--- src/core/bldc_pkg.sv ---
// shared constants, register map and carrier types of the commutation core
package bldc_pkg;

  // ==========================================================
  // clock and timing
  localparam int unsigned CLK_PERIOD_NS = 10;
  localparam int unsigned OSC_PERIOD_NS = 10000;
  localparam int unsigned OSC_CYCLES = (OSC_PERIOD_NS + CLK_PERIOD_NS - 1) / CLK_PERIOD_NS;
  localparam int unsigned LATCH_DELAY_NS = 10000000;
  localparam int unsigned LATCH_DELAY_CYCLES = LATCH_DELAY_NS / CLK_PERIOD_NS;
  localparam int unsigned OSC_W = 10;
  localparam int unsigned DLY_W = 24;

  // ==========================================================
  // register byte offsets
  localparam logic [7:0] CTRL_OFS = 8'h00;
  localparam logic [7:0] DUTY_OFS = 8'h04;
  localparam logic [7:0] STATE_OFS = 8'h08;
  localparam logic [7:0] IRQ_STAT_OFS = 8'h0c;
  localparam logic [7:0] IRQ_CLR_OFS = 8'h10;
  localparam logic [7:0] IRQ_EN_OFS = 8'h14;

  // ==========================================================
  // field positions
  localparam int unsigned CTRL_RUN_BIT = 0;
  localparam int unsigned CTRL_LATCH_MODE_BIT = 1;
  localparam int unsigned CTRL_W = 2;
  localparam int unsigned IRQ_W = 4;
  localparam int unsigned IRQ_FAULT_BIT = 0;
  localparam int unsigned IRQ_CURLIM_BIT = 1;
  localparam int unsigned IRQ_LATCH_BIT = 2;
  localparam int unsigned IRQ_INVALID_BIT = 3;

  // ==========================================================
  // reset values
  localparam logic [CTRL_W-1:0] CTRL_RST = 2'h1;
  localparam logic [OSC_W-1:0] DUTY_RST = 10'h000;
  localparam logic [IRQ_W-1:0] IRQ_EN_RST = 4'h0;

  // ==========================================================
  // bus answers
  localparam logic [1:0] RESP_OKAY = 2'h0;
  localparam logic [1:0] RESP_SLVERR = 2'h2;

  // ==========================================================
  // carrier types
  typedef struct packed {
    logic [2:0] top;
    logic [2:0] bot;
  } drive_t;

  typedef struct packed {
    logic [2:0] hall;
    logic enable;
    logic brake;
    logic fwd;
    logic phase60;
    logic over_current;
    logic [2:0] under_volt;
    logic thermal;
    logic discharge;
  } pins_t;

  localparam int unsigned PINS_W = $bits(pins_t);

endpackage

--- src/core/pin_sync.sv ---
// two flip-flop synchroniser for a bundle of asynchronous pins
`timescale 1ns/1ps
module pin_sync #(
  parameter int unsigned W = 1
) (
  input wire logic clk_sys,
  input wire logic arst_n,
  input wire logic [W-1:0] async_in,
  output logic [W-1:0] sync_out
);

  logic [W-1:0] meta_ff;
  logic [W-1:0] sync_ff;

  // ==========================================================
  // first stage feeds only the second
  always_ff @(posedge clk_sys or negedge arst_n) begin
    if (!arst_n) begin
      meta_ff <= '0;
      sync_ff <= '0;
    end else begin
      meta_ff <= async_in;
      sync_ff <= meta_ff;
    end
  end

  assign sync_out = sync_ff;

endmodule

--- src/core/bldc_core.sv ---
// six-step commutation, fault logic, pwm latches and axi4-lite register slave
`timescale 1ns/1ps
module bldc_core #(
  parameter int unsigned LATCH_DELAY = bldc_pkg::LATCH_DELAY_CYCLES
) (
  input wire logic clk_sys,
  input wire logic arst_n,
  input wire logic hall_input_a,
  input wire logic hall_input_b,
  input wire logic hall_input_c,
  input wire logic out_enable,
  input wire logic brake,
  input wire logic fwd_rev,
  input wire logic phase_sel_60,
  input wire logic over_current,
  input wire logic uv_supply,
  input wire logic uv_drive_supply,
  input wire logic uv_reference,
  input wire logic thermal_shutdown,
  input wire logic shutdown_delay_cap,
  output logic upper_drive_a,
  output logic upper_drive_b,
  output logic upper_drive_c,
  output logic lower_drive_a,
  output logic lower_drive_b,
  output logic lower_drive_c,
  output logic fault_n,
  output logic irq,
  input wire logic [7:0] s_axi_awaddr,
  input wire logic s_axi_awvalid,
  output logic s_axi_awready,
  input wire logic [31:0] s_axi_wdata,
  input wire logic [3:0] s_axi_wstrb,
  input wire logic s_axi_wvalid,
  output logic s_axi_wready,
  output logic [1:0] s_axi_bresp,
  output logic s_axi_bvalid,
  input wire logic s_axi_bready,
  input wire logic [7:0] s_axi_araddr,
  input wire logic s_axi_arvalid,
  output logic s_axi_arready,
  output logic [31:0] s_axi_rdata,
  output logic [1:0] s_axi_rresp,
  output logic s_axi_rvalid,
  input wire logic s_axi_rready
);

  // ==========================================================
  // functions
  // returns {valid, step[2:0]}
  function automatic logic [3:0] decode_code(input logic [2:0] code, input logic p60);
    logic [3:0] r;
    r = 4'h0;
    if (p60) begin
      unique case (code)
        3'b100: r = 4'h8;
        3'b110: r = 4'h9;
        3'b111: r = 4'ha;
        3'b011: r = 4'hb;
        3'b001: r = 4'hc;
        3'b000: r = 4'hd;
        default: r = 4'h0;
      endcase
    end else begin
      unique case (code)
        3'b100: r = 4'h8;
        3'b110: r = 4'h9;
        3'b010: r = 4'ha;
        3'b011: r = 4'hb;
        3'b001: r = 4'hc;
        3'b101: r = 4'hd;
        default: r = 4'h0;
      endcase
    end
    return r;
  endfunction

  // reverse swaps top and bottom so phases stay distinct
  function automatic bldc_pkg::drive_t step_drive(input logic [2:0] step, input logic fwd);
    bldc_pkg::drive_t d;
    d = '0;
    unique case (step)
      3'd0: d = '{top: 3'b100, bot: 3'b001};
      3'd1: d = '{top: 3'b010, bot: 3'b001};
      3'd2: d = '{top: 3'b010, bot: 3'b100};
      3'd3: d = '{top: 3'b001, bot: 3'b100};
      3'd4: d = '{top: 3'b001, bot: 3'b010};
      3'd5: d = '{top: 3'b100, bot: 3'b010};
      default: d = '0;
    endcase
    if (!fwd) begin
      d = '{top: d.bot, bot: d.top};
    end
    return d;
  endfunction

  function automatic logic [31:0] strb_mask(input logic [3:0] strb);
    return {{8{strb[3]}}, {8{strb[2]}}, {8{strb[1]}}, {8{strb[0]}}};
  endfunction

  // ==========================================================
  // input synchronisation
  bldc_pkg::pins_t pins_raw;
  bldc_pkg::pins_t pins;

  assign pins_raw = '{hall: {hall_input_a, hall_input_b, hall_input_c},
                      enable: out_enable, brake: brake, fwd: fwd_rev,
                      phase60: phase_sel_60, over_current: over_current,
                      under_volt: {uv_supply, uv_drive_supply, uv_reference},
                      thermal: thermal_shutdown, discharge: shutdown_delay_cap};

  pin_sync #(
    .W(bldc_pkg::PINS_W)
  ) u_sync (
    .clk_sys(clk_sys),
    .arst_n(arst_n),
    .async_in(pins_raw),
    .sync_out(pins)
  );

  // ==========================================================
  // register state
  logic [bldc_pkg::CTRL_W-1:0] ctrl_ff, nxt_ctrl;
  logic [bldc_pkg::OSC_W-1:0] duty_ff, nxt_duty;
  logic [bldc_pkg::IRQ_W-1:0] irq_stat_ff, nxt_irq_stat;
  logic [bldc_pkg::IRQ_W-1:0] irq_en_ff, nxt_irq_en;
  logic aw_held_ff, nxt_aw_held;
  logic w_held_ff, nxt_w_held;
  logic [7:0] awaddr_ff, nxt_awaddr;
  logic [31:0] wdata_ff, nxt_wdata;
  logic [3:0] wstrb_ff, nxt_wstrb;
  logic bvalid_ff, nxt_bvalid;
  logic [1:0] bresp_ff, nxt_bresp;
  logic rvalid_ff, nxt_rvalid;
  logic [1:0] rresp_ff, nxt_rresp;
  logic [31:0] rdata_ff, nxt_rdata;

  // ==========================================================
  // motor state
  logic [bldc_pkg::OSC_W-1:0] osc_ff, nxt_osc;
  logic pwm_on_ff, nxt_pwm_on;
  logic cur_on_ff, nxt_cur_on;
  logic [bldc_pkg::DLY_W-1:0] dly_ff, nxt_dly;
  logic latched_ff, nxt_latched;
  bldc_pkg::drive_t drive_ff, nxt_drive;
  logic fault_ff, nxt_fault;
  logic invalid_ff, nxt_invalid;

  logic [3:0] dec;
  logic code_ok;
  logic uv_any;
  logic enable_eff;
  logic [bldc_pkg::IRQ_W-1:0] events;
  logic wr_fire;
  logic [31:0] wmask;
  logic [bldc_pkg::IRQ_W-1:0] irq_clr;

  assign dec = decode_code(pins.hall, pins.phase60);
  assign code_ok = dec[3];
  assign uv_any = |pins.under_volt;
  // thermal and the latch both act as enable low
  assign enable_eff = pins.enable & ~pins.thermal & ~latched_ff & ctrl_ff[bldc_pkg::CTRL_RUN_BIT];

  // ==========================================================
  // motor next state
  always_comb begin
    nxt_osc = (osc_ff == bldc_pkg::OSC_W'(bldc_pkg::OSC_CYCLES - 1)) ? '0 : osc_ff + 1'b1;
    // latches set once per ramp, reset holds to the next ramp
    if (osc_ff == '0) begin
      nxt_pwm_on = (duty_ff != '0);
      nxt_cur_on = ~pins.over_current;
    end else begin
      nxt_pwm_on = pwm_on_ff & (osc_ff < duty_ff);
      nxt_cur_on = cur_on_ff & ~pins.over_current;
    end
    // delayed latch, cleared only by discharge or reset
    nxt_dly = '0;
    nxt_latched = latched_ff;
    if (pins.discharge) begin
      nxt_latched = 1'b0;
    end else if (ctrl_ff[bldc_pkg::CTRL_LATCH_MODE_BIT] & pins.over_current & ~latched_ff) begin
      nxt_dly = dly_ff + 1'b1;
      if (dly_ff >= bldc_pkg::DLY_W'(LATCH_DELAY - 1)) begin
        nxt_latched = 1'b1;
      end
    end
    nxt_drive = '0;
    if (uv_any) begin
      nxt_drive = '0;
    end else if (pins.brake) begin
      nxt_drive = '{top: 3'b000, bot: 3'b111};
    end else if (code_ok & enable_eff) begin
      // one top and one bottom of different phases
      nxt_drive = step_drive(dec[2:0], pins.fwd);
      // pwm only chops the bottoms
      nxt_drive.bot = nxt_drive.bot & {3{pwm_on_ff & cur_on_ff}};
    end
    // any fault condition pulls the output low
    nxt_fault = ~code_ok | ~enable_eff | pins.over_current | uv_any;
    nxt_invalid = ~code_ok;
  end

  always_ff @(posedge clk_sys or negedge arst_n) begin
    if (!arst_n) begin
      osc_ff <= '0;
      pwm_on_ff <= 1'b0;
      cur_on_ff <= 1'b0;
      dly_ff <= '0;
      latched_ff <= 1'b0;
      drive_ff <= '0;
      fault_ff <= 1'b1;
      // zeros in the sync flops read as invalid, so no false event after reset
      invalid_ff <= 1'b1;
    end else begin
      osc_ff <= nxt_osc;
      pwm_on_ff <= nxt_pwm_on;
      cur_on_ff <= nxt_cur_on;
      dly_ff <= nxt_dly;
      latched_ff <= nxt_latched;
      drive_ff <= nxt_drive;
      fault_ff <= nxt_fault;
      invalid_ff <= nxt_invalid;
    end
  end

  assign {upper_drive_a, upper_drive_b, upper_drive_c} = drive_ff.top;
  assign {lower_drive_a, lower_drive_b, lower_drive_c} = drive_ff.bot;
  assign fault_n = ~fault_ff;

  // ==========================================================
  // interrupt events
  assign events[bldc_pkg::IRQ_FAULT_BIT] = nxt_fault & ~fault_ff;
  assign events[bldc_pkg::IRQ_CURLIM_BIT] = cur_on_ff & ~nxt_cur_on;
  assign events[bldc_pkg::IRQ_LATCH_BIT] = nxt_latched & ~latched_ff;
  assign events[bldc_pkg::IRQ_INVALID_BIT] = nxt_invalid & ~invalid_ff;
  assign irq = |(irq_stat_ff & irq_en_ff);

  // ==========================================================
  // axi4-lite slave next state
  assign wr_fire = aw_held_ff & w_held_ff & ~bvalid_ff;
  assign wmask = strb_mask(wstrb_ff);
  assign irq_clr = (wr_fire && awaddr_ff == bldc_pkg::IRQ_CLR_OFS) ?
                   (wdata_ff[bldc_pkg::IRQ_W-1:0] & wmask[bldc_pkg::IRQ_W-1:0]) : '0;
  assign s_axi_awready = ~aw_held_ff;
  assign s_axi_wready = ~w_held_ff;
  assign s_axi_arready = ~rvalid_ff;

  always_comb begin
    nxt_aw_held = aw_held_ff;
    nxt_w_held = w_held_ff;
    nxt_awaddr = awaddr_ff;
    nxt_wdata = wdata_ff;
    nxt_wstrb = wstrb_ff;
    nxt_bvalid = bvalid_ff;
    nxt_bresp = bresp_ff;
    nxt_ctrl = ctrl_ff;
    nxt_duty = duty_ff;
    nxt_irq_en = irq_en_ff;
    nxt_rvalid = rvalid_ff;
    nxt_rresp = rresp_ff;
    nxt_rdata = rdata_ff;
    if (s_axi_awvalid & ~aw_held_ff) begin
      nxt_aw_held = 1'b1;
      nxt_awaddr = {s_axi_awaddr[7:2], 2'b00};
    end
    if (s_axi_wvalid & ~w_held_ff) begin
      nxt_w_held = 1'b1;
      nxt_wdata = s_axi_wdata;
      nxt_wstrb = s_axi_wstrb;
    end
    if (wr_fire) begin
      nxt_aw_held = 1'b0;
      nxt_w_held = 1'b0;
      nxt_bvalid = 1'b1;
      nxt_bresp = bldc_pkg::RESP_OKAY;
      unique case (awaddr_ff)
        bldc_pkg::CTRL_OFS: begin
          nxt_ctrl = (ctrl_ff & ~wmask[bldc_pkg::CTRL_W-1:0]) |
                     (wdata_ff[bldc_pkg::CTRL_W-1:0] & wmask[bldc_pkg::CTRL_W-1:0]);
        end
        bldc_pkg::DUTY_OFS: begin
          nxt_duty = (duty_ff & ~wmask[bldc_pkg::OSC_W-1:0]) |
                     (wdata_ff[bldc_pkg::OSC_W-1:0] & wmask[bldc_pkg::OSC_W-1:0]);
        end
        bldc_pkg::IRQ_EN_OFS: begin
          nxt_irq_en = (irq_en_ff & ~wmask[bldc_pkg::IRQ_W-1:0]) |
                       (wdata_ff[bldc_pkg::IRQ_W-1:0] & wmask[bldc_pkg::IRQ_W-1:0]);
        end
        bldc_pkg::IRQ_CLR_OFS: nxt_bresp = bldc_pkg::RESP_OKAY;
        bldc_pkg::STATE_OFS, bldc_pkg::IRQ_STAT_OFS: nxt_bresp = bldc_pkg::RESP_OKAY;
        default: nxt_bresp = bldc_pkg::RESP_SLVERR;
      endcase
    end else if (bvalid_ff & s_axi_bready) begin
      nxt_bvalid = 1'b0;
    end
    if (s_axi_arvalid & ~rvalid_ff) begin
      nxt_rvalid = 1'b1;
      nxt_rresp = bldc_pkg::RESP_OKAY;
      nxt_rdata = '0;
      unique case ({s_axi_araddr[7:2], 2'b00})
        bldc_pkg::CTRL_OFS: nxt_rdata[bldc_pkg::CTRL_W-1:0] = ctrl_ff;
        bldc_pkg::DUTY_OFS: nxt_rdata[bldc_pkg::OSC_W-1:0] = duty_ff;
        bldc_pkg::STATE_OFS: begin
          nxt_rdata[15:0] = {latched_ff, fault_ff, pwm_on_ff, cur_on_ff,
                             code_ok, dec[2:0], drive_ff, pins.hall[1:0]};
          nxt_rdata[16] = pins.hall[2];
        end
        bldc_pkg::IRQ_STAT_OFS: nxt_rdata[bldc_pkg::IRQ_W-1:0] = irq_stat_ff;
        bldc_pkg::IRQ_EN_OFS: nxt_rdata[bldc_pkg::IRQ_W-1:0] = irq_en_ff;
        bldc_pkg::IRQ_CLR_OFS: nxt_rdata = '0;
        default: nxt_rresp = bldc_pkg::RESP_SLVERR;
      endcase
    end else if (rvalid_ff & s_axi_rready) begin
      nxt_rvalid = 1'b0;
    end
    // set wins over a clear in the same cycle
    nxt_irq_stat = (irq_stat_ff & ~irq_clr) | events;
  end

  always_ff @(posedge clk_sys or negedge arst_n) begin
    if (!arst_n) begin
      aw_held_ff <= 1'b0;
      w_held_ff <= 1'b0;
      awaddr_ff <= '0;
      wdata_ff <= '0;
      wstrb_ff <= '0;
      bvalid_ff <= 1'b0;
      bresp_ff <= bldc_pkg::RESP_OKAY;
      ctrl_ff <= bldc_pkg::CTRL_RST;
      duty_ff <= bldc_pkg::DUTY_RST;
      irq_en_ff <= bldc_pkg::IRQ_EN_RST;
      irq_stat_ff <= '0;
      rvalid_ff <= 1'b0;
      rresp_ff <= bldc_pkg::RESP_OKAY;
      rdata_ff <= '0;
    end else begin
      aw_held_ff <= nxt_aw_held;
      w_held_ff <= nxt_w_held;
      awaddr_ff <= nxt_awaddr;
      wdata_ff <= nxt_wdata;
      wstrb_ff <= nxt_wstrb;
      bvalid_ff <= nxt_bvalid;
      bresp_ff <= nxt_bresp;
      ctrl_ff <= nxt_ctrl;
      duty_ff <= nxt_duty;
      irq_en_ff <= nxt_irq_en;
      irq_stat_ff <= nxt_irq_stat;
      rvalid_ff <= nxt_rvalid;
      rresp_ff <= nxt_rresp;
      rdata_ff <= nxt_rdata;
    end
  end

  assign s_axi_bvalid = bvalid_ff;
  assign s_axi_bresp = bresp_ff;
  assign s_axi_rvalid = rvalid_ff;
  assign s_axi_rresp = rresp_ff;
  assign s_axi_rdata = rdata_ff;

endmodule

--- config.mk ---
export PLATFORM = sky130hd
export DESIGN_NAME = bldc_core
export DESIGN_NICKNAME = d
export VERILOG_FILES = /design/src/core/bldc_pkg.sv /design/src/core/pin_sync.sv /design/src/core/bldc_core.sv
export SDC_FILE = /design/constraint.sdc
export NUM_CORES = 1
export LEC_CHECK = 0
export BUFFER_PORTS_ARGS = -buffer_cell sky130_fd_sc_hd__clkbuf_2
export CELL_PAD_IN_SITES_DETAIL_PLACEMENT = 0
export CELL_PAD_IN_SITES_GLOBAL_PLACEMENT = 1
export CORE_UTILIZATION = 44
export CTS_BUF_LIST = sky130_fd_sc_hd__clkbuf_8
export DETAILED_ROUTE_END_ITERATION = 10
export GPL_TIMING_DRIVEN = 0
export HOLD_SLACK_MARGIN = 0.15
export PLACE_DENSITY_LB_ADDON = 0.12
export SYNTH_ARGS = -nofsm -noshare
export SYNTH_HDL_FRONTEND = slang
export SYNTH_SLANG_ARGS = --single-unit
--- constraint.sdc ---
create_clock -name clk_sys -period 2.55 [get_ports clk_sys]
set_input_delay 0.1275 -clock clk_sys [delete_from_list [all_inputs] [get_ports clk_sys]]
set_output_delay 0.1275 -clock clk_sys [all_outputs]
set_load 0.02 [all_outputs]
==> results_tabular.tex, run 1 <==
\begin{tabular}{lr}
\hline
Metric & Value \\
\hline
\multicolumn{2}{l}{\textbf{Run status}} \\
\quad Run status & completed \\
\multicolumn{2}{l}{\textbf{STA}} \\
\quad Final worst-path cycle share & 87.9\% \\
\quad Setup-failing EPs final & 0 \\
\quad Transition time at the pin with the least slew margin & 631 ps \\
\quad Clock skew & 10.2 ps \\
\quad Unrepaired setup endpoints after global routing & no \\
\quad Minimum period implied by the final worst setup slack & 2240 ps \\
\quad Relative slew slack & 57.8\% \\
\quad Max-slew violation total from the final report & 0 \\
\quad Worst hold margin & 173 ps \\
\quad Top achievable clock speed & 446 MHz \\
\quad Final Hold Fails & 0 \\
\quad Post-Route Setup TNS & 0 ps \\
\multicolumn{2}{l}{\textbf{Floorplan}} \\
\quad X dimension of the die & 118 um \\
\quad Area inside the core boundary & 13200 sq um \\
\quad Die Ht & 118 um \\
\quad Rows & 42 \\
\quad I/O pin count & 121 \\
\quad Die outline area & 14000 sq um \\
\quad Effective utilization at floorplan & 45.0\% \\
\multicolumn{2}{l}{\textbf{Route}} \\
\quad Routed WL & 13200 um \\
\quad Number of iterations in the first detailed-routing pass & 4 \\
\quad Residual DRC count & 0 \\
\quad First-iteration detailed-routing DRC count & 227 \\
\quad Average vias per placed instance & 5.08 \\
\quad Number of vias after detailed routing & 4475 \\
\quad Antenna-violating nets left & 0 \\
\quad Routed length per instance & 15.0 um \\
\multicolumn{2}{l}{\textbf{GRT}} \\
\quad Gr usage total & 20.2\% \\
\quad Pin count of the biggest net entering global routing & 70 \\
\quad Antenna violations before repair & 0 \\
\quad Wire length of the first global-routing pass & 21900 um \\
\quad Vias in the first global route & 4426 \\
\quad Total grt overflow & 0 \\
\multicolumn{2}{l}{\textbf{Layout}} \\
\quad Most frequent cells in the layout & 129 x sky130\_fd\_sc\_hd\_\_dfrtp\_1, 73 x sky130\_fd\_sc\_hd\_\_clkbuf\_2, 45 x sky130\_fd\_sc\_hd\_\_dlygate4sd3\_1, 37 x sky130\_fd\_sc\_hd\_\_nor2\_1, 36 x sky130\_fd\_sc\_hd\_\_nand2\_1 \\
\quad Area used by multi-input combinational logic & 2390 sq um \\
\quad Leading cell type in the layout, fill and taps excluded & sky130\_fd\_sc\_hd\_\_dfrtp\_1 \\
\quad Number of inserted filler cells in the final layout & 1195 \\
\quad Sequential standard cell area & 3310 sq um \\
\quad Antenna Cells & 0 \\
\quad Area added between synthesis and finish & 25.6\% \\
\quad Proportion of layout cells with a drive suffix above 1 & 24.4\% \\
\quad Final instance area & 7490 sq um \\
\quad Final \#Nets & 776 \\
\multicolumn{2}{l}{\textbf{Critical path}} \\
\quad Largest incremental delay on the critical path & 600 ps \\
\quad Worst setup path class & in2reg \\
\quad Stages on the worst setup path & 8 \\
\quad Startpoint of the worst-slack reg-to-reg timing path & s\_axi\_bvalid \\
\quad Crit-path leading delay family & buffers and inverters \\
\quad Signal arrival time at the worst endpoint & 2610 ps \\
\quad Total buffers and inverters traversed by the critical path & 4 \\
\quad CP max stage cell & sky130\_fd\_sc\_hd\_\_dlygate4sd3\_1 \\
\quad Type of element launching the critical path & primary input \\
\quad Worst path cell trace & dlygate4sd3\_1 > clkbuf\_2 > nor3\_1 > dlygate4sd3\_1 > nand4\_1 > or2\_2 > clkbuf\_1 > o21ai\_0 \\
\quad Critical path data required time & 2910 ps \\
\quad Count of cells along the worst register-to-register path & 5 \\
\quad CP Max Fanout & 10 \\
\quad Critical Path Sink Type & flop \\
\quad Most common cell type on the critical path & sky130\_fd\_sc\_hd\_\_dlygate4sd3\_1 \\
\quad Worst R2R Setup Slack & 380 ps \\
\multicolumn{2}{l}{\textbf{Synth}} \\
\quad Post-synthesis cell count & 537 \\
\quad Flops \& latches, synth & 132 \\
\quad Async set-or-reset flop fraction in the synthesized netlist & 100\% \\
\quad Yosys warnings & 0 \\
\quad Mapped Area & 5970 sq um \\
\quad Avg Synthesized Cell Area & 11.1 sq um \\
\quad Netlist cell types & 54 \\
\quad Sequential fraction of the synthesis area & 55.4\% \\
\quad Most instantiated flip-flop cell in the synthesis netlist & sky130\_fd\_sc\_hd\_\_dfrtp\_1 \\
\quad Count of flip-flops with a built-in enable after synthesis & 0 \\
\multicolumn{2}{l}{\textbf{CTS}} \\
\quad Clock sink total & 132 \\
\quad TritonCTS clock tree & built \\
\quad Clk Latency, worst-skew pair & 450 ps \\
\quad Maximum buffer depth of the clock tree & 2 \\
\quad Number of buffers created by CTS & 17 \\
\quad H-tree depth reported by CTS & 4 \\
\quad CTS resizes & 0 \\
\quad Clock transition at the registers of the reported paths & 80 ps \\
\quad Buffer type at the clock tree root & sky130\_fd\_sc\_hd\_\_clkbuf\_8 \\
\quad Buffers inserted during post-CTS setup optimization & 0 \\
\multicolumn{2}{l}{\textbf{Placed design}} \\
\quad Instance area after placement & 6650 sq um \\
\quad I/O Buffers & 74 \\
\quad Routability Congestion & 0.822 \\
\quad Post-DP HPWL & 9510 um \\
\multicolumn{2}{l}{\textbf{Hold path}} \\
\quad Worst Hold Path Cells & 4 \\
\quad Min-delay src & s\_axi\_arvalid \\
\quad Min-delay worst type & in2reg \\
\quad Worst hold path endpoint & s\_axi\_rdata[4] \\
\multicolumn{2}{l}{\textbf{Power}} \\
\quad Standby leakage power & 3.39 nW \\
\quad Power density cells & 748 nW/um\^{}2 \\
\quad Peak supply drop & 0.449 mV \\
\multicolumn{2}{l}{\textbf{Run}} \\
\quad Number of maximum-capacitance violations & 0 \\
\hline
\end{tabular}
## worst max path at each step
stage,from,endpoint,slack (ps)
final,s_axi_araddr[6],s_axi_rdata[7],310
after global routing,s_axi_araddr[6],s_axi_rdata[5],160
after CTS,s_axi_araddr[6],s_axi_rdata[5],320
after detailed placement,s_axi_bvalid,flop,360
after global placement,arst_n,osc_ff[7],-690
after floorplan,dly_ff[9],dly_ff[22],580
## cells in the mapped netlist (4+ instances only)
library cell,number,share of area [%]
sky130_fd_sc_hd__mux2_2,34,6.4
sky130_fd_sc_hd__nor2_1,37,2.3
sky130_fd_sc_hd__nor3_1,12,1.0
sky130_fd_sc_hd__and4_1,4,0.59
sky130_fd_sc_hd__a22o_1,5,0.73
sky130_fd_sc_hd__nand3_1,18,1.5
sky130_fd_sc_hd__a21oi_1,19,1.6
sky130_fd_sc_hd__or3_1,8,0.84
sky130_fd_sc_hd__ha_1,12,2.5
sky130_fd_sc_hd__nand4_1,5,0.52
sky130_fd_sc_hd__o21ai_0,20,1.7
sky130_fd_sc_hd__or4_1,12,1.5
sky130_fd_sc_hd__xnor2_1,14,2.1
sky130_fd_sc_hd__mux2i_1,7,1.2
sky130_fd_sc_hd__dfrtp_1,129,54
sky130_fd_sc_hd__xor2_1,7,1.0
sky130_fd_sc_hd__a22oi_1,9,1.1
sky130_fd_sc_hd__nor4_1,9,0.94
sky130_fd_sc_hd__and3_1,5,0.52
sky130_fd_sc_hd__nor2b_1,8,0.84
sky130_fd_sc_hd__inv_1,31,2.0
sky130_fd_sc_hd__clkbuf_1,17,1.1
sky130_fd_sc_hd__buf_4,18,2.3
sky130_fd_sc_hd__o31ai_1,13,1.6
sky130_fd_sc_hd__nand2_1,36,2.3
## where the power goes
part | internal [mW] | leakage (nW) | total [mW] | switching [mW]
Clock | 0.876 | 0.200 | 1.73 | 0.859
Combinational | 0.586 | 1.51 | 1.12 | 0.535
Sequential | 2.44 | 1.69 | 2.75 | 0.312
## kinds of logic (layout without fill, tap and decap cells)
logic type | count (synthesis) | count (layout) | synth area share (%)
and+or+nand+nor | 171 | 171 | 15.2
buffers and inverters | 68 | 220 | 5.56
adders and majority gates | 12 | 12 | 2.52
DFF | 132 | 132 | 55.4
xor gates and xnor gates | 21 | 21 | 3.08
muxes | 43 | 43 | 8.35
other | 1 | 17 | 0.0629
AOI/OAI and AO/OA | 89 | 89 | 9.79
## tightest hold or removal path, stage by stage
cell                       delay (ps)
sky130_fd_sc_hd__clkbuf_2          90
sky130_fd_sc_hd__nand2b_1         180
sky130_fd_sc_hd__a22oi_1          120
sky130_fd_sc_hd__o21ai_0           70
## layout make-up
cell class / instances / area share (%)
flip-flops and latches: 132 / 44.1
clock inverters: 15 / 2.10
multi-input cells: 353 / 31.9
well taps: 176 / 2.94
repair buffers: 120 / 11.4
inverters: 31 / 1.55
plain buffers: 37 / 2.87
clock buffers: 17 / 3.12
## per-layer routing
metal,global-route usage [%],vias up,share of wire (%)
met5,0,-,0
met4,6.09,0,0.61
met3,5.60,6,4.4
met2,32.1,102,47
met1,27.1,2182,48
li1,-,2185,-
## what timing repair did
item / 4_1_cts / 5_1_grt
hold buffers: 45 / 0
setup endpoints to repair: 0 / 0
hold endpoints to repair: 169 / 0
## through the flow
stage | std cells | total power [mW] | utilization, % | setup WS, ps
global placement | 803 | 3.81 | 50.0 | -687
detailed placement | 804 | 3.85 | 50.2 | 360
CTS | 881 | 5.67 | 56.6 | 324
global route | 881 | 5.92 | 56.6 | 164
finish | 881 | 5.60 | 56.6 | 309
floorplan | 553 | 3.45 | - | 583
(Power assumes the default switching activity.)
==> run 2: changes to the inputs <==
--- a/config.mk
+++ b/config.mk
@@ -8,7 +8,7 @@
 export BUFFER_PORTS_ARGS = -buffer_cell sky130_fd_sc_hd__clkbuf_2
 export CELL_PAD_IN_SITES_DETAIL_PLACEMENT = 0
 export CELL_PAD_IN_SITES_GLOBAL_PLACEMENT = 1
-export CORE_UTILIZATION = 44
+export CORE_UTILIZATION = 45
 export CTS_BUF_LIST = sky130_fd_sc_hd__clkbuf_8
 export DETAILED_ROUTE_END_ITERATION = 10
 export GPL_TIMING_DRIVEN = 0
@@ -16,4 +16,5 @@
 export PLACE_DENSITY_LB_ADDON = 0.12
 export SYNTH_ARGS = -nofsm -noshare
 export SYNTH_HDL_FRONTEND = slang
+export SYNTH_HIERARCHICAL = 1
 export SYNTH_SLANG_ARGS = --single-unit
==> results_tabular.tex, run 2 <==
\begin{tabular}{lr}
\hline
Metric & Value \\
\hline
\multicolumn{2}{l}{\textbf{Synth}} \\
\quad Flops \& latches, synth & 132 (unchanged) \\
\quad Count of flip-flops with a built-in enable after synthesis & 0 (unchanged) \\
\quad Biggest area contributors in the synthesized netlist & sky130\_fd\_sc\_hd\_\_dfrtp\_1 53\%, sky130\_fd\_sc\_hd\_\_mux2\_2 6.2\%, sky130\_fd\_sc\_hd\_\_mux2i\_1 2.7\% \\
\quad Yosys warnings & 6 (+6) \\
\quad Portion of synthesized cell area occupied by the leading cell type & 53.5\% (-0.63 points) \\
\quad Async set-or-reset flop fraction in the synthesized netlist & 100\% (unchanged) \\
\quad Mapped Area & 6040 sq um (+1.2\%) \\
\quad Sequential fraction of the synthesis area & 54.8\% (-0.64 points) \\
\quad Most instantiated flip-flop cell in the synthesis netlist & sky130\_fd\_sc\_hd\_\_dfrtp\_1 \\
\quad Largest area contributor in the synthesized netlist & sky130\_fd\_sc\_hd\_\_dfrtp\_1 \\
\quad List of most frequent post-synthesis cells & 129 x sky130\_fd\_sc\_hd\_\_dfrtp\_1, 33 x sky130\_fd\_sc\_hd\_\_mux2\_2, 30 x sky130\_fd\_sc\_hd\_\_nor2\_1 \\
\quad Most common cell in the synthesized netlist & sky130\_fd\_sc\_hd\_\_dfrtp\_1 \\
\quad Avg Synthesized Cell Area & 11.4 sq um (+2.7\%) \\
\quad Post-synthesis cell count & 529 (-1.5\%) \\
\quad Netlist cell types & 56 (+3.7\%) \\
\multicolumn{2}{l}{\textbf{Layout}} \\
\quad Antenna Cells & 0 (unchanged) \\
\quad Most frequent cells in the layout & 129 x sky130\_fd\_sc\_hd\_\_dfrtp\_1, 73 x sky130\_fd\_sc\_hd\_\_clkbuf\_2, 39 x sky130\_fd\_sc\_hd\_\_dlygate4sd3\_1, 33 x sky130\_fd\_sc\_hd\_\_mux2\_2, 30 x sky130\_fd\_sc\_hd\_\_nor2\_1 \\
\quad Non-filler instance count after layout & 863 (-2.0\%) \\
\quad Leading cell type in the layout, fill and taps excluded & sky130\_fd\_sc\_hd\_\_dfrtp\_1 \\
\quad Sequential standard cell area & 3310 sq um (unchanged) \\
\quad Area used by multi-input combinational logic & 2460 sq um (+3.0\%) \\
\quad Proportion of layout cells with a drive suffix above 1 & 24.9\% (+0.49 points) \\
\quad Final \#Nets & 762 (-1.8\%) \\
\quad Area added between synthesis and finish & 24.6\% \\
\quad Number of inserted filler cells in the final layout & 1107 (-7.4\%) \\
\multicolumn{2}{l}{\textbf{Placed design}} \\
\quad Cell count after placement & 792 (-1.5\%) \\
\quad I/O Buffers & 74 (unchanged) \\
\quad Post-DP HPWL & 9180 um (-3.5\%) \\
\quad Routability Congestion & 0.825 (+0.34\%) \\
\multicolumn{2}{l}{\textbf{Hold path}} \\
\quad Min-delay worst type & in2async \\
\multicolumn{2}{l}{\textbf{STA}} \\
\quad Top achievable clock speed & 423 MHz (-5.1\%) \\
\quad Minimum period implied by the final worst setup slack & 2360 ps (+121 ps) \\
\quad Worst hold margin & 216 ps (+43.8 ps) \\
\quad Setup-failing EPs final & 0 (unchanged) \\
\quad Relative slew slack & 38.1\% (-20 points) \\
\quad Clock skew & 14.0 ps (+3.76 ps) \\
\quad Final Hold Fails & 0 (unchanged) \\
\quad Unrepaired setup endpoints after global routing & no \\
\quad Final worst-path cycle share & 92.6\% (+4.7 points) \\
\quad Transition time at the pin with the least slew margin & 919 ps (+289 ps) \\
\quad Max-slew violation total from the final report & 0 (unchanged) \\
\multicolumn{2}{l}{\textbf{CTS}} \\
\quad Clock sink total & 132 (unchanged) \\
\quad Clk Latency, worst-skew pair & 450 ps (about the same) \\
\quad TritonCTS clock tree & built \\
\quad H-tree depth reported by CTS & 4 (unchanged) \\
\quad Maximum buffer depth of the clock tree & 2 (unchanged) \\
\quad Clock transition at the registers of the reported paths & 80 ps (about the same) \\
\quad Buffer type at the clock tree root & sky130\_fd\_sc\_hd\_\_clkbuf\_8 \\
\quad CTS resizes & 0 (unchanged) \\
\quad Number of buffers created by CTS & 17 (unchanged) \\
\multicolumn{2}{l}{\textbf{Critical path}} \\
\quad Signal arrival time at the worst endpoint & 2630 ps (+20 ps) \\
\quad Count of cells along the worst register-to-register path & 4 (-1) \\
\quad Worst R2R Setup Slack & 190 ps (-190 ps) \\
\quad Worst setup path class & reg2reg \\
\quad Critical path data required time & 2810 ps (-100 ps) \\
\quad Type of element launching the critical path & flop \\
\quad CP Max Fanout & 6 (-4) \\
\quad Critical register-to-register path endpoint & upper\_drive\_c \\
\quad Startpoint of the worst-slack reg-to-reg timing path & u\_sync/sync\_out[6] \\
\quad Critical Path Sink Type & flop \\
\multicolumn{2}{l}{\textbf{Floorplan}} \\
\quad Effective utilization at floorplan & 47.1\% (+2.0 points) \\
\quad Rows & 41 (-2.4\%) \\
\quad Die Ht & 118 um (-0.53\%) \\
\quad Die outline area & 13900 sq um (-1.1\%) \\
\quad Area inside the core boundary & 12800 sq um (-3.2\%) \\
\quad X dimension of the die & 118 um (-0.53\%) \\
\quad I/O pin count & 121 (unchanged) \\
\multicolumn{2}{l}{\textbf{Run status}} \\
\quad Run status & completed \\
\multicolumn{2}{l}{\textbf{Route}} \\
\quad Average vias per placed instance & 5.09 (+0.26\%) \\
\quad Number of iterations in the first detailed-routing pass & 4 (unchanged) \\
\quad Routed length per instance & 14.9 um (-0.90\%) \\
\quad Antenna-violating nets left & 0 (unchanged) \\
\quad Routed WL & 12800 um (-2.9\%) \\
\quad Number of vias after detailed routing & 4395 (-1.8\%) \\
\quad First-iteration detailed-routing DRC count & 249 (+9.7\%) \\
\quad Residual DRC count & 0 (unchanged) \\
\multicolumn{2}{l}{\textbf{Power}} \\
\quad Standby leakage power & 3.49 nW (+3.0\%) \\
\quad Peak supply drop & 0.583 mV (+30\%) \\
\quad Final Power & 5.70 mW (+1.8\%) \\
\quad Power density cells & 758 nW/um\^{}2 (+1.4\%) \\
\multicolumn{2}{l}{\textbf{GRT}} \\
\quad Total grt overflow & 0 (unchanged) \\
\quad Pin count of the biggest net entering global routing & 75 (+7.1\%) \\
\quad Gr usage total & 20.1\% (-0.15 points) \\
\quad Antenna violations before repair & 0 (unchanged) \\
\quad Wire length of the first global-routing pass & 21700 um (-0.82\%) \\
\quad Vias in the first global route & 4458 (+0.72\%) \\
\multicolumn{2}{l}{\textbf{Run}} \\
\quad Number of maximum-capacitance violations & 0 (unchanged) \\
\hline
\end{tabular}
-- run 2: worst max-delay path by stage --
stage / depth (start not counted) / from / to / slack [ps]
after floorplan: 5 / awaddr_ff[5] / flop / 750
after global placement: 1 / arst_n / dly_ff[0] / -680
after detailed placement: 4 / u_sync/sync_out[6] / upper_drive_c / 300
after CTS: 4 / u_sync/sync_out[6] / upper_drive_c / 270
after global routing: 5 / u_sync/sync_out[10] / upper_drive_c / 50
final: 4 / u_sync/sync_out[6] / upper_drive_c / 190
-- run 2: metal layers --
| layer | global-route usage [%] | routed length (um) | share of wire (%) | vias to the layer above |
|---|---|---|---|---|
| li1 | - | - | - | 2172 |
| met1 | 26.8 | 6040 | 47 | 2120 |
| met2 | 31.4 | 6180 | 48 | 92 |
| met3 | 5.62 | 485 | 3.8 | 11 |
| met4 | 7.05 | 128 | 1.0 | 0 |
| met5 | 0 | 0 | 0 | - |
-- run 2: logic make-up after synthesis --
logic type                 count (synthesis)  share of synthesized area [%]
xor gates and xnor gates                  18                           2.61
adders and majority gates                 12                           2.49
other                                      1                         0.0621
and+or+nand+nor                          163                           15.8
AOI/OAI and AO/OA                         85                           9.60
buffers and inverters                     67                           5.47
muxes                                     51                           9.18
DFF                                      132                           54.8
-- run 2: layout make-up --
type                            count  area share, %
Buffer                             39           2.99
Clock buffer                       18           3.29
Clock inverter                     14           2.20
Inverter                           28           1.40
Multi-Input combinational cell    346           32.7
Sequential cell                   132           44.0
Tap cell                          172           2.86
Timing Repair Buffer              114           10.6
-- run 2: report_power, final --
group	internal, mW	total [mW]	switching [mW]
Combinational	0.575	1.15	0.570
Clock	0.926	1.81	0.886
Sequential	2.43	2.75	0.313
Total	3.93	5.70	1.77
-- run 2: through the flow --
stage | utilization, % | setup WS, ps | TNS, ps | instance area [sq um]
after floorplan | - | 747 | 0 | 6100
after global placement | 52.1 | -684 | -87500 | 6680
after detailed placement | 52.4 | 298 | 0 | 6720
after CTS | 58.6 | 269 | 0 | 7520
after global routing | 58.6 | 45.2 | 0 | 7520
final | 58.6 | 188 | 0 | 7520
-- run 2: worst max-delay path, cell delays in order (launching register included) --
cell	delay, ps
sky130_fd_sc_hd__dfrtp_1	430
sky130_fd_sc_hd__xnor2_1	280
sky130_fd_sc_hd__mux2i_1	540
sky130_fd_sc_hd__nand2_1	200
sky130_fd_sc_hd__a2111oi_0	730
-- run 2: what timing repair did --
action,4_1_cts,5_1_grt
hold buffers,39,0
hold endpoints to repair,167,0
buffers inserted,0,0
==> run 3: changes to the inputs <==
--- a/config.mk
+++ b/config.mk
@@ -13,7 +13,7 @@
 export DETAILED_ROUTE_END_ITERATION = 10
 export GPL_TIMING_DRIVEN = 0
 export HOLD_SLACK_MARGIN = 0.15
-export PLACE_DENSITY_LB_ADDON = 0.12
+export PLACE_DENSITY_LB_ADDON = 0.1
 export SYNTH_ARGS = -nofsm -noshare
 export SYNTH_HDL_FRONTEND = slang
 export SYNTH_HIERARCHICAL = 1
==> results_tabular.tex, run 3 (synthesis results as in run 2) <==
\begin{tabular}{lr}
\hline
Metric & Value \\
\hline
\multicolumn{2}{l}{\textbf{Critical path}} \\
\quad Signal arrival time at the worst endpoint & 2530 ps (-100 ps) \\
\quad Type of element launching the critical path & flop \\
\quad Critical path data required time & 2820 ps (about the same) \\
\quad Worst path cell trace & clkbuf\_1 > nor2\_1 > mux2i\_1 > nand2\_1 > a2111oi\_0 \\
\quad Largest incremental delay on the critical path & 650 ps (-80 ps) \\
\quad CP Max Fanout & 10 (+4) \\
\quad Critical Path Sink Type & flop \\
\quad Worst setup path class & reg2reg \\
\quad CP max stage cell & sky130\_fd\_sc\_hd\_\_a2111oi\_0 \\
\multicolumn{2}{l}{\textbf{Route}} \\
\quad Routed length per instance & 14.8 um (-0.31\%) \\
\quad Routed WL & 12800 um (-0.31\%) \\
\quad Number of vias after detailed routing & 4497 (+2.3\%) \\
\quad Average vias per placed instance & 5.21 (+2.3\%) \\
\quad Residual DRC count & 0 (unchanged) \\
\quad Number of iterations in the first detailed-routing pass & 7 (+3) \\
\quad First-iteration detailed-routing DRC count & 188 (-24\%) \\
\quad Antenna-violating nets left & 0 (unchanged) \\
\multicolumn{2}{l}{\textbf{Placed design}} \\
\quad Instance area after placement & 6720 sq um (unchanged) \\
\quad I/O Buffers & 74 (unchanged) \\
\quad Post-DP HPWL & 9000 um (-1.9\%) \\
\quad Routability Congestion & 0.846 (+2.6\%) \\
\multicolumn{2}{l}{\textbf{CTS}} \\
\quad Clk Latency, worst-skew pair & 450 ps (about the same) \\
\quad Maximum buffer depth of the clock tree & 2 (unchanged) \\
\quad Number of buffers created by CTS & 17 (unchanged) \\
\quad Buffer type at the clock tree root & sky130\_fd\_sc\_hd\_\_clkbuf\_8 \\
\quad TritonCTS clock tree & built \\
\quad H-tree depth reported by CTS & 4 (unchanged) \\
\quad Buffers inserted during post-CTS setup optimization & 0 (unchanged) \\
\quad Clock sink total & 132 (unchanged) \\
\quad Clock transition at the registers of the reported paths & 90 ps (about the same) \\
\quad CTS resizes & 0 (unchanged) \\
\multicolumn{2}{l}{\textbf{Run status}} \\
\quad Run status & completed \\
\multicolumn{2}{l}{\textbf{Power}} \\
\quad Peak supply drop & 0.720 mV (+23\%) \\
\quad Sw Share & 31.5\% (+0.46 points) \\
\quad Internal & 3.93 mW (-0.19\%) \\
\quad Proportion of power drawn by the clock network & 32.2\% (+0.4 points) \\
\quad Power density cells & 761 nW/um\^{}2 (+0.41\%) \\
\quad Combinational share of power & 19.9\% (-0.2 points) \\
\quad Standby leakage power & 3.50 nW (about the same) \\
\quad Switching power of the nets & 1.80 mW (+2.0\%) \\
\quad Part of the power in registers & 47.8\% (-0.4 points) \\
\multicolumn{2}{l}{\textbf{Hold path}} \\
\quad Min-delay worst type & in2async \\
\multicolumn{2}{l}{\textbf{Floorplan}} \\
\quad I/O pin count & 121 (unchanged) \\
\quad Die Ht & 118 um (unchanged) \\
\quad Effective utilization at floorplan & 47.1\% (unchanged) \\
\quad X dimension of the die & 118 um (unchanged) \\
\quad Area inside the core boundary & 12800 sq um (unchanged) \\
\quad Die outline area & 13900 sq um (unchanged) \\
\quad Rows & 41 (unchanged) \\
\multicolumn{2}{l}{\textbf{GRT}} \\
\quad Pin count of the biggest net entering global routing & 82 (+9.3\%) \\
\quad Antenna violations before repair & 0 (unchanged) \\
\quad Total grt overflow & 0 (unchanged) \\
\quad Wire length of the first global-routing pass & 21500 um (-0.86\%) \\
\quad Gr usage total & 19.8\% (-0.28 points) \\
\quad Vias in the first global route & 4420 (-0.85\%) \\
\multicolumn{2}{l}{\textbf{Layout}} \\
\quad Leading cell type in the layout, fill and taps excluded & sky130\_fd\_sc\_hd\_\_dfrtp\_1 \\
\quad Final instance area & 7530 sq um (about the same) \\
\quad Most frequent cells in the layout & 129 x sky130\_fd\_sc\_hd\_\_dfrtp\_1, 73 x sky130\_fd\_sc\_hd\_\_clkbuf\_2, 39 x sky130\_fd\_sc\_hd\_\_dlygate4sd3\_1, 33 x sky130\_fd\_sc\_hd\_\_mux2\_2, 30 x sky130\_fd\_sc\_hd\_\_nor2\_1 \\
\quad Proportion of layout cells with a drive suffix above 1 & 24.9\% (unchanged) \\
\quad Area added between synthesis and finish & 24.7\% (about the same) \\
\quad Final \#Nets & 762 (unchanged) \\
\quad Antenna Cells & 0 (unchanged) \\
\multicolumn{2}{l}{\textbf{STA}} \\
\quad Minimum period implied by the final worst setup slack & 2260 ps (-101 ps) \\
\quad Transition time at the pin with the least slew margin & 890 ps (-29.3 ps) \\
\quad Top achievable clock speed & 442 MHz (+4.5\%) \\
\quad Post-Route Setup TNS & 0 ps (unchanged) \\
\quad Unrepaired setup endpoints after global routing & no \\
\quad Clock skew & 9.08 ps (-4.90 ps) \\
\quad Final worst-path cycle share & 88.7\% (-3.9 points) \\
\quad Setup-failing EPs final & 0 (unchanged) \\
\quad Final Hold Fails & 0 (unchanged) \\
\quad Relative slew slack & 40.1\% (+2.0 points) \\
\quad Max-slew violation total from the final report & 0 (unchanged) \\
\multicolumn{2}{l}{\textbf{Run}} \\
\quad Number of maximum-capacitance violations & 0 (unchanged) \\
\hline
\end{tabular}
run 3: what timing repair did:
| item | 4_1_cts | 5_1_grt |
|---|---|---|
| endpoints found under the hold margin | 167 | 0 |
| hold buffers | 39 | 0 |
| endpoints found under the setup margin | 0 | 0 |
run 3: area by class of cell:
type / instances / area (sq um)
tap: 172 / 215
timing repair buffer: 114 / 797
clock inverter: 15 / 185
inverter: 28 / 105
multi-input combinational: 346 / 2460
buffer: 39 / 225
sequential: 132 / 3310
fill: 1099 / 5300
clock buffer: 17 / 234
run 3: metal layers:
metal	vias up	wire, um	GRT usage (%)
met5	-	0	0
met1	2180	6040	27.1
met4	0	218	7.53
met3	22	545	5.09
li1	2176	-	-
met2	119	5990	30.2
run 3: metrics by stage:
| stage | instances | setup WS (ps) | hold slack (ps) | power [mW] | utilization [%] |
|---|---|---|---|---|---|
| 4_1_cts | 863 | 303 | 183 | 5.81 | 58.7 |
| 6_report | 863 | 288 | 208 | 5.73 | 58.7 |
| 2_1_floorplan | 545 | 747 | -168 | 3.48 | - |
| 3_3_place_gp | 791 | -700 | 237 | 3.84 | 52.1 |
| 5_1_grt | 863 | 192 | 231 | 6.07 | 58.7 |
| 3_5_place_dp | 792 | 333 | 114 | 3.89 | 52.4 |
run 3: worst paths after layout:
path / slack, ps / cells past startpoint / start / to
max in group asynchronous: 1610 / 3 / arst_n / invalid_ff
hold / removal: 210 / 2 / arst_n / s_axi_rdata[8]
min in group clk_sys: 240 / 4 / s_axi_araddr[7] / s_axi_rresp[1]
setup / recovery: 290 / 5 / u_sync/sync_out[10] / upper_drive_c
hold reg to reg: 350 / 0 / u_sync/meta_ff[2] / u_sync/sync_out[2]
setup reg to reg: 290 / 5 / u_sync/sync_out[10] / upper_drive_c
run 3: power by group through the flow:
stage                     Clock [mW]  Combinational (mW)  Sequential (mW)
after floorplan                    0               0.791             2.69
after global placement             0                1.06             2.78
after detailed placement           0                1.10             2.79
after CTS                       1.91                1.16             2.74
after global routing            2.00                1.28             2.79
final                           1.85                1.14             2.74
run 3: critical path, delay by kind of cell (launching register included):
family	cells	cell delay [ps]
compound gates	1	650
mux	1	440
buf+inv	1	360
flops	1	340
simple gates	2	300
